$ cat src/sadc_defines.svh
// timing counts and field positions for the serial converter port
`ifndef SADC_DEFINES_SVH
`define SADC_DEFINES_SVH
`define SADC_CLK_PERIOD_NS 10
`define SADC_CONV_TIME_NS 7500
`define SADC_CTRL_BITS 4'h8
`define SADC_TRACK_BIT 4'h5
`define SADC_RES_BITS 4'hc
`define SADC_CTRL_START 8'h01
`define SADC_FIFO_DEPTH 32
`define SADC_RES_WIDTH 12
`endif

$ cat src/sadc_pkg.sv
// types shared by the serial converter port
package sadc_pkg;
  typedef enum logic [3:0] {
    SADC_IDLE = 4'b0001,
    SADC_CTRL = 4'b0010,
    SADC_CONV = 4'b0100,
    SADC_READ = 4'b1000
  } sadc_state_t;
endpackage

$ cat src/sadc_fifo.sv
// sample fifo with registered read data
`timescale 1ns/10ps
module sadc_fifo #(
  parameter int W = 12,
  parameter int D = 32
) (
  // clock and reset
  input wire logic sys_clk,
  input wire logic nrst,
  // fill side
  input wire logic [W-1:0] in_data,
  input wire logic in_valid,
  output logic in_ready,
  // drain side
  output logic [W-1:0] out_data,
  output logic out_valid,
  input wire logic out_ready
);
  localparam int AW = $clog2(D);
  localparam int CW = $clog2(D + 1);

  // --------------------------------------------------
  // parameter check
  // --------------------------------------------------
  generate
    if (D < 2 || (1 << AW) != D || W < 1)
    begin : g_bad
      $error("sadc_fifo depth must be a power of two of at least 2");
    end
  endgenerate

  typedef struct packed {
    logic [AW-1:0] wp;
    logic [AW-1:0] rp;
    logic [CW-1:0] cnt;
    logic out_v;
    logic [W-1:0] out_d;
    logic in_rdy;
  } sadc_fifo_st_t;

  sadc_fifo_st_t s_r, s_nxt;
  logic [W-1:0] mem [D];
  logic push;
  logic load;

  // --------------------------------------------------
  // pointer and output logic
  // --------------------------------------------------
  always_comb
  begin
    s_nxt = s_r;
    push = in_valid & s_r.in_rdy;
    load = (~s_r.out_v | out_ready) & (s_r.cnt != '0);
    if (push)
      s_nxt.wp = s_r.wp + 1'b1;
    if (load)
    begin
      s_nxt.rp = s_r.rp + 1'b1;
      s_nxt.out_d = mem[s_r.rp];
      s_nxt.out_v = 1'b1;
    end
    else if (out_ready)
      s_nxt.out_v = 1'b0;
    s_nxt.cnt = s_r.cnt + CW'(push) - CW'(load);
    // the output register counts as a slot, so D words in total, not D+1
    s_nxt.in_rdy = ((s_nxt.cnt + CW'(s_nxt.out_v)) < CW'(D));
  end

  // state register
  always_ff @(posedge sys_clk)
  begin
    if (!nrst)
      s_r <= '0;
    else
      s_r <= s_nxt;
  end

  // storage array, no reset needed
  always_ff @(posedge sys_clk)
  begin
    if (push)
      mem[s_r.wp] <= in_data;
  end

  assign in_ready = s_r.in_rdy;
  assign out_data = s_r.out_d;
  assign out_valid = s_r.out_v;
endmodule // sadc_fifo

$ cat src/sadc_serial_if.sv
// serial control and readout port of the eight-channel converter
`timescale 1ns/10ps
`include "sadc_defines.svh"

module sadc_serial_if #(
  parameter int CONV_TIME_NS = `SADC_CONV_TIME_NS,
  parameter int FIFO_DEPTH = `SADC_FIFO_DEPTH,
  parameter int RES_W = `SADC_RES_WIDTH
) (
  // clock and reset
  input wire logic sys_clk,
  input wire logic nrst,
  // serial link pins
  input wire logic sclk_pin,
  input wire logic cs_n_pin,
  input wire logic din_pin,
  output logic dout_o,
  output logic dout_oe,
  output logic conversion_strobe_o,
  output logic conversion_strobe_oe,
  // mode and shutdown level detectors
  input wire logic ext_clk_mode,
  input wire logic shutdown_level_input_hi,
  input wire logic shutdown_level_input_lo,
  // status
  output logic powered_down,
  output logic comp_internal,
  output logic tracking,
  output logic holding,
  output logic [7:0] ctrl_byte,
  output logic ctrl_byte_valid,
  // conversion results from the analog core
  input wire logic [RES_W-1:0] sample_data,
  input wire logic sample_valid,
  output logic sample_ready
);
  localparam int CONV_CYCLES_RAW = CONV_TIME_NS / `SADC_CLK_PERIOD_NS;
  localparam int CONV_CYCLES = (CONV_CYCLES_RAW < 1) ? 1 : CONV_CYCLES_RAW;

  // --------------------------------------------------
  // parameter check
  // --------------------------------------------------
  generate
    if (RES_W != 12 || CONV_CYCLES > 65535)
    begin : g_bad
      $error("sadc_serial_if needs a 12-bit result and a 16-bit conversion count");
    end
  endgenerate

  typedef struct packed {
    logic sclk_s1;
    logic sclk_s2;
    logic sclk_d;
    logic cs_s1;
    logic cs_s2;
    logic din_s1;
    logic din_s2;
    sadc_pkg::sadc_state_t st;
    logic [3:0] bitcnt;
    logic [7:0] sreg;
    logic [11:0] res;
    logic [3:0] rcnt;
    logic [15:0] ccnt;
    logic dout;
    logic dout_oe;
    logic strb;
    logic strb_oe;
    logic pdn;
    logic cint;
    logic track;
    logic hold;
    logic [7:0] cbyte;
    logic cvalid;
  } sadc_st_t;

  sadc_st_t s_r, s_nxt;
  logic [RES_W-1:0] fifo_data;
  logic fifo_valid;
  logic pop;
  logic rise;
  logic fall;
  logic csl;

  // --------------------------------------------------
  // sample buffer
  // --------------------------------------------------
  sadc_fifo #(
    .W(RES_W),
    .D(FIFO_DEPTH)
  ) u_fifo (
    .sys_clk(sys_clk),
    .nrst(nrst),
    .in_data(sample_data),
    .in_valid(sample_valid),
    .in_ready(sample_ready),
    .out_data(fifo_data),
    .out_valid(fifo_valid),
    .out_ready(pop)
  );

  // --------------------------------------------------
  // next-state logic
  // --------------------------------------------------
  always_comb
  begin
    s_nxt = s_r;
    pop = 1'b0;
    // two-stage synchronisers; edges seen on the second stage only
    s_nxt.sclk_s1 = sclk_pin;
    s_nxt.sclk_s2 = s_r.sclk_s1;
    s_nxt.sclk_d = s_r.sclk_s2;
    s_nxt.cs_s1 = cs_n_pin;
    s_nxt.cs_s2 = s_r.cs_s1;
    s_nxt.din_s1 = din_pin;
    s_nxt.din_s2 = s_r.din_s1;
    rise = s_r.sclk_s2 & ~s_r.sclk_d;
    fall = ~s_r.sclk_s2 & s_r.sclk_d;
    csl = ~s_r.cs_s2;
    s_nxt.cvalid = 1'b0;
    s_nxt.pdn = shutdown_level_input_lo;
    s_nxt.cint = shutdown_level_input_hi & ~shutdown_level_input_lo;
    s_nxt.dout_oe = csl;
    s_nxt.strb_oe = ext_clk_mode ? csl : 1'b1;
    unique case (s_r.st)
      sadc_pkg::SADC_IDLE:
      begin
        // first one is the start bit
        if (csl && rise && s_r.din_s2)
        begin
          s_nxt.st = sadc_pkg::SADC_CTRL;
          s_nxt.bitcnt = 4'h1;
          s_nxt.sreg = `SADC_CTRL_START;
        end
      end
      sadc_pkg::SADC_CTRL:
      begin
        if (rise && s_r.bitcnt < `SADC_CTRL_BITS)
        begin
          s_nxt.sreg = {s_r.sreg[6:0], s_r.din_s2};
          s_nxt.bitcnt = s_r.bitcnt + 4'h1;
        end
        if (fall && s_r.bitcnt == `SADC_TRACK_BIT)
          s_nxt.track = 1'b1;
        if (fall && s_r.bitcnt == `SADC_CTRL_BITS)
        begin
          s_nxt.track = 1'b0;
          s_nxt.hold = 1'b1;
          s_nxt.cbyte = s_r.sreg;
          s_nxt.cvalid = 1'b1;
          s_nxt.res = fifo_valid ? fifo_data : 12'h000;
          pop = fifo_valid;
          s_nxt.ccnt = 16'h0000;
          s_nxt.st = sadc_pkg::SADC_CONV;
          s_nxt.strb = ext_clk_mode;
        end
      end
      sadc_pkg::SADC_CONV:
      begin
        if (ext_clk_mode ? fall : (s_r.ccnt == 16'(CONV_CYCLES - 1)))
        begin
          s_nxt.strb = ~ext_clk_mode;
          s_nxt.dout = s_r.res[11];
          s_nxt.res = {s_r.res[10:0], 1'b0};
          s_nxt.rcnt = 4'h1;
          s_nxt.st = sadc_pkg::SADC_READ;
        end
        else
          s_nxt.ccnt = s_r.ccnt + 16'h0001;
      end
      sadc_pkg::SADC_READ:
      begin
        if (fall)
        begin
          if (s_r.rcnt == `SADC_RES_BITS)
          begin
            s_nxt.dout = 1'b0;
            s_nxt.hold = 1'b0;
            s_nxt.st = sadc_pkg::SADC_IDLE;
          end
          else
          begin
            s_nxt.dout = s_r.res[11];
            s_nxt.res = {s_r.res[10:0], 1'b0};
            s_nxt.rcnt = s_r.rcnt + 4'h1;
          end
        end
      end
    endcase
    // deselect aborts; internal conversion may finish on its own
    if (!csl && (ext_clk_mode || s_r.st != sadc_pkg::SADC_CONV))
    begin
      s_nxt.st = sadc_pkg::SADC_IDLE;
      s_nxt.bitcnt = 4'h0;
      s_nxt.track = 1'b0;
      s_nxt.hold = 1'b0;
      s_nxt.dout = 1'b0;
      s_nxt.strb = ~ext_clk_mode;
      pop = 1'b0;
    end
  end

  // state register
  always_ff @(posedge sys_clk)
  begin
    if (!nrst)
    begin
      s_r <= '0;
      s_r.sclk_s1 <= 1'b0;
      s_r.cs_s1 <= 1'b1;
      s_r.cs_s2 <= 1'b1;
      s_r.st <= sadc_pkg::SADC_IDLE;
    end
    else
      s_r <= s_nxt;
  end

  // outputs straight from the state register
  assign dout_o = s_r.dout;
  assign dout_oe = s_r.dout_oe;
  assign conversion_strobe_o = s_r.strb;
  assign conversion_strobe_oe = s_r.strb_oe;
  assign powered_down = s_r.pdn;
  assign comp_internal = s_r.cint;
  assign tracking = s_r.track;
  assign holding = s_r.hold;
  assign ctrl_byte = s_r.cbyte;
  assign ctrl_byte_valid = s_r.cvalid;
endmodule // sadc_serial_if

$ cat config.mk
export PLATFORM = sky130hd
export DESIGN_NAME = sadc_serial_if
export DESIGN_NICKNAME = d
export VERILOG_FILES = /design/src/sadc_pkg.sv /design/src/sadc_fifo.sv /design/src/sadc_serial_if.sv
export VERILOG_INCLUDE_DIRS = /design/src
export SDC_FILE = /design/constraint.sdc
export NUM_CORES = 1
export LEC_CHECK = 0
export BUFFER_PORTS_ARGS = -buffer_cell sky130_fd_sc_hd__buf_2
export CAP_MARGIN = 0
export CORE_MARGIN = 1.5
export CORE_UTILIZATION = 41
export DETAILED_ROUTE_END_ITERATION = 12
export PLACE_DENSITY_LB_ADDON = 0.1
export RECOVER_POWER = 25
export SKIP_LAST_GASP = 1
export SYNTH_ARGS = -nofsm -noshare
export SYNTH_HDL_FRONTEND = slang
export SYNTH_SLANG_ARGS = --single-unit
$ cat constraint.sdc
create_clock -name sys_clk -period 5.2 [get_ports sys_clk]
set_input_delay 0.26 -clock sys_clk [delete_from_list [all_inputs] [get_ports sys_clk]]
set_output_delay 0.26 -clock sys_clk [all_outputs]
set_load 0.005 [all_outputs]
==> results.ini <==
[critical_path]
worstPathRequired_ns = 5.68
critPathSlowestCell = or4b_4
cp-start-kind = register
r2r_slack_ns = 0.82
timing.rr.end = u_fifo.in_ready
startpoint = s_r[63]
cpLargestDelayFamily = simple AND/OR/NAND/NOR gates
slowest_delay_ns = 0.53
cp_max_fo = 30
crit_top_cell = ha_1
cp_data_arrival_time_ns = 4.86
worst-r2r-cell-count = 17
rr_startpoint = s_r[63]
crit_type = register to register
crit_buf_inv = 4
crit_chain = or4b_4 -> inv_2 -> ha_1 -> nand2b_1 -> a41oi_1 -> or2_1 -> buf_4 -> inv_2 -> ha_1 -> inv_1 -> ha_1 -> fa_1 -> a21o_1 -> a21oi_1 -> xnor2_1 -> nor4b_1 -> mux2_2
cp-end-kind = register

[logic_synthesis]
yosysSeqAreaShare_pct = 69.21
synth-compound-area-share_pct = 7.490
syn_area_um2 = 19610
synth_top_family_by_area = multiplexers
synthArstFlopShare_pct = 0
synthCells = 1296
ys.flop_type = edfxtp_1
synth.yosys.warnings = 0
muxShareOfSynthArea_pct = 9.499
yosysUniqueCellTypes = 66
syn-num-nets = 1339
yosys.area_share.simple_pct = 9.193
synth_edf_count = 384
synth.ff_latch_count = 486
synth_area_per_cell_um2 = 15.13
synth_xor_area_share_pct = 0.4912
synth_area_leaders = edfxtp_1 (59%), dfxtp_1 (10%), mux4_2 (6.9%)
synth_area_leader_cell = edfxtp_1
synthAdderAreaFrac_pct = 1.442
synth.top_cell.area_share_pct = 58.79

[final_layout]
drive_gt1_share_pct = 16.39
nNetsFinal = 1389
syn_to_final_growth_pct = 12.84
n_antenna_cell = 0
nFillCells = 4086
final_util_pct = 47.23
fin_area_um2 = 22130
finalNonFillerCells = 1992

[sta]
setup_tns_ns = 0
slew_violations = 231
finalCriticalPeriod_ns = 4.381
finalClockSkew_ns = 0.02450
hold_viol = 0
tightest_slew_ns = 1.661
period_share_pct = 84.26
fmax_mhz = 228.2
setup_ws_ns = 0.8187
rsz0062_at_grt = no
setup_violations = 0
slew-limit-headroom_pct = -10.74

[die]
rows = 79
die-area_um2 = 49160
design.core.area_um2 = 46850
initial_core_util_pct = 41.86
die_h_um = 221.7
die_x_um = 221.7
io_pins = 39

[global_route]
grt_overflow = 0
track_usage_pct = 18.69
grt_pass1_vias = 11110
grt_pass1_wl_mm = 68.90
antenna_found_initial = 0
grt_max_degree = 95

[route]
top_layer_used = met4
first_iter_violations = 833
routedWlPerCell_um = 22.87
wl_met1_mm = 20.82
drc = 0
via_per_inst = 5.531
drt_wl_total_mm = 45.55
wl_met3_mm = 1.617
wl_met2_mm = 22.07
vias = 11020
ant_nets = 0
drtPass1Iterations = 4

[clock_network]
clkLatencyLatePin_ns = 0.60
cts.path.max_buffers = 3
cts_inserted_buffers = 51
clk_pin_slew_worst_paths_ns = 0.06
cts_root_buf = clkbuf_16
htree_levels = 2
clkSinkCount = 486
tritoncts = built

[outcome]
violations = capacitance limit, slew limit
status = finished with violations

[hold_path]
min_from = nrst
whs_endpoint = s_r[67]
hold_path.class = primary input to register
hold-path-cell-count = 2

[place]
dpl_cell_area_um2 = 20460
dp.cells = 1894
place.gp.congestion = 0.7547
dp_slack_ns = 0.8623
port_buffers = 38
dpl.hpwl_mm = 27.08

[power]
powerDensity_nw_per_um2 = 428.1
cellLeakagePower_nw = 7.051
ir_worst_vdd_uv = 239.6

[flow_run]
cap_violations = 7

synth_stat cells, types with 7 or more instances:
| library cell | number |
|---|---|
| o221ai_1 | 13 |
| o22ai_1 | 13 |
| nor4_1 | 14 |
| a211oi_1 | 26 |
| a21oi_1 | 55 |
| buf_2 | 24 |
| clkbuf_1 | 43 |
| nand3_1 | 49 |
| a211o_1 | 11 |
| or3_1 | 7 |
| a22oi_1 | 13 |
| mux4_2 | 60 |
| edfxtp_1 | 384 |
| nand2_1 | 84 |
| nor3_1 | 19 |
| dfxtp_1 | 102 |
| nor2_1 | 55 |
| o41ai_1 | 7 |
| inv_1 | 25 |
| o31ai_1 | 10 |
| o21ai_1 | 22 |
| a2111oi_0 | 12 |
| buf_4 | 15 |
| and2_1 | 15 |
| nand2b_1 | 8 |
| ha_1 | 21 |
| or4_1 | 11 |
| nor2b_1 | 42 |
| mux2i_1 | 50 |
timing repair:
action	CTS	global route
buffers inserted	0	0
gates resized for setup	0	0
hold buffers	6	0
hold endpoints to repair	6	0
power by group:
group | internal [mW] | switching (mW)
combinational | 0.653 | 0.823
sequential | 4.29 | 0.162
clock | 2.06 | 1.49
logic make-up (layout without fill, tap and decap cells):
kind of cell	after synthesis	after routing
buffers and inverters	113	202
DFF	486	486
AOI/OAI and AO/OA	210	210
and+or+nand+nor	343	343
adders and majority gates	22	22
xor gates and xnor gates	11	11
muxes	111	111
registers in the layout, summed over array words and instances, names as in the netlist, 4 cells and up:
signal           cells
ctrl_byte            8
s_r                 51
u_fifo.out_data     12
s_nxt                4
u_fifo.mem         384
u_fifo.s_r          16
how the worst max path moves through the flow:
stage	to	slack, ns	cells past startpoint
floorplan	u_fifo.in_ready	1.33	17
global placement	u_fifo.in_ready	0.92	17
detailed placement	u_fifo.in_ready	0.86	17
CTS	u_fifo.in_ready	0.82	17
global route	u_fifo.in_ready	0.57	17
finish	u_fifo.in_ready	0.82	17
layer usage:
metal | vias to the layer above | track usage (%)
li1 | 5148 | -
met1 | 5612 | 25.39
met2 | 190 | 31.16
met3 | 68 | 2.584
met4 | 0 | 5.899
met5 | - | 0
layout by cell type, fill, tap and decap left out, types with 14 or more instances in the layout:
cell type	Yosys	layout
mux4_2	60	60
a211oi_1	26	26
buf_2	24	30
nand2_1	84	84
a21oi_1	55	55
nor4_1	14	14
nand3_1	49	49
o21ai_1	22	22
nor3_1	19	18
inv_1	25	24
clkbuf_16	0	51
mux2i_1	50	50
edfxtp_1	384	384
buf_4	15	38
nor2_1	55	55
ha_1	21	21
dfxtp_1	102	99
nor2b_1	42	41
clkbuf_1	43	21
through the flow:
stage | hold slack (ns) | power [mW]
6_report | 0.1636 | 9.475
5_1_grt | 0.2180 | 9.846
4_1_cts | 0.1402 | 9.592
3_5_place_dp | 0.3917 | 6.027
3_3_place_gp | 0.3943 | 6.017
2_1_floorplan | 0.3361 | 5.558
worst register-to-register path, delay by kind of cell (launching register included):
family                   cells  cell delay [ns]
XOR/XNOR                     1             0.15
buffers and inverters        4             0.50
adder cells (fa/ha/maj)      4             0.93
AND/OR/NAND/NOR              4             1.33
multiplexers                 1             0.37
flip-flops                   1             0.46
AO/OA/AOI/OAI                3             0.54
final cells by class:
type / instances / area, um2 / share of cell area (%)
Inverter: 27 / 101.3 / 0.4580
Timing Repair Buffer: 83 / 545.5 / 2.465
Tap cell: 607 / 759.5 / 3.432
Clock buffer: 69 / 1388 / 6.270
Sequential cell: 486 / 13580 / 61.37
Clock inverter: 23 / 227.7 / 1.029
Multi-Input combinational cell: 697 / 5527 / 24.97
Power figures use the tool's default switching activity.
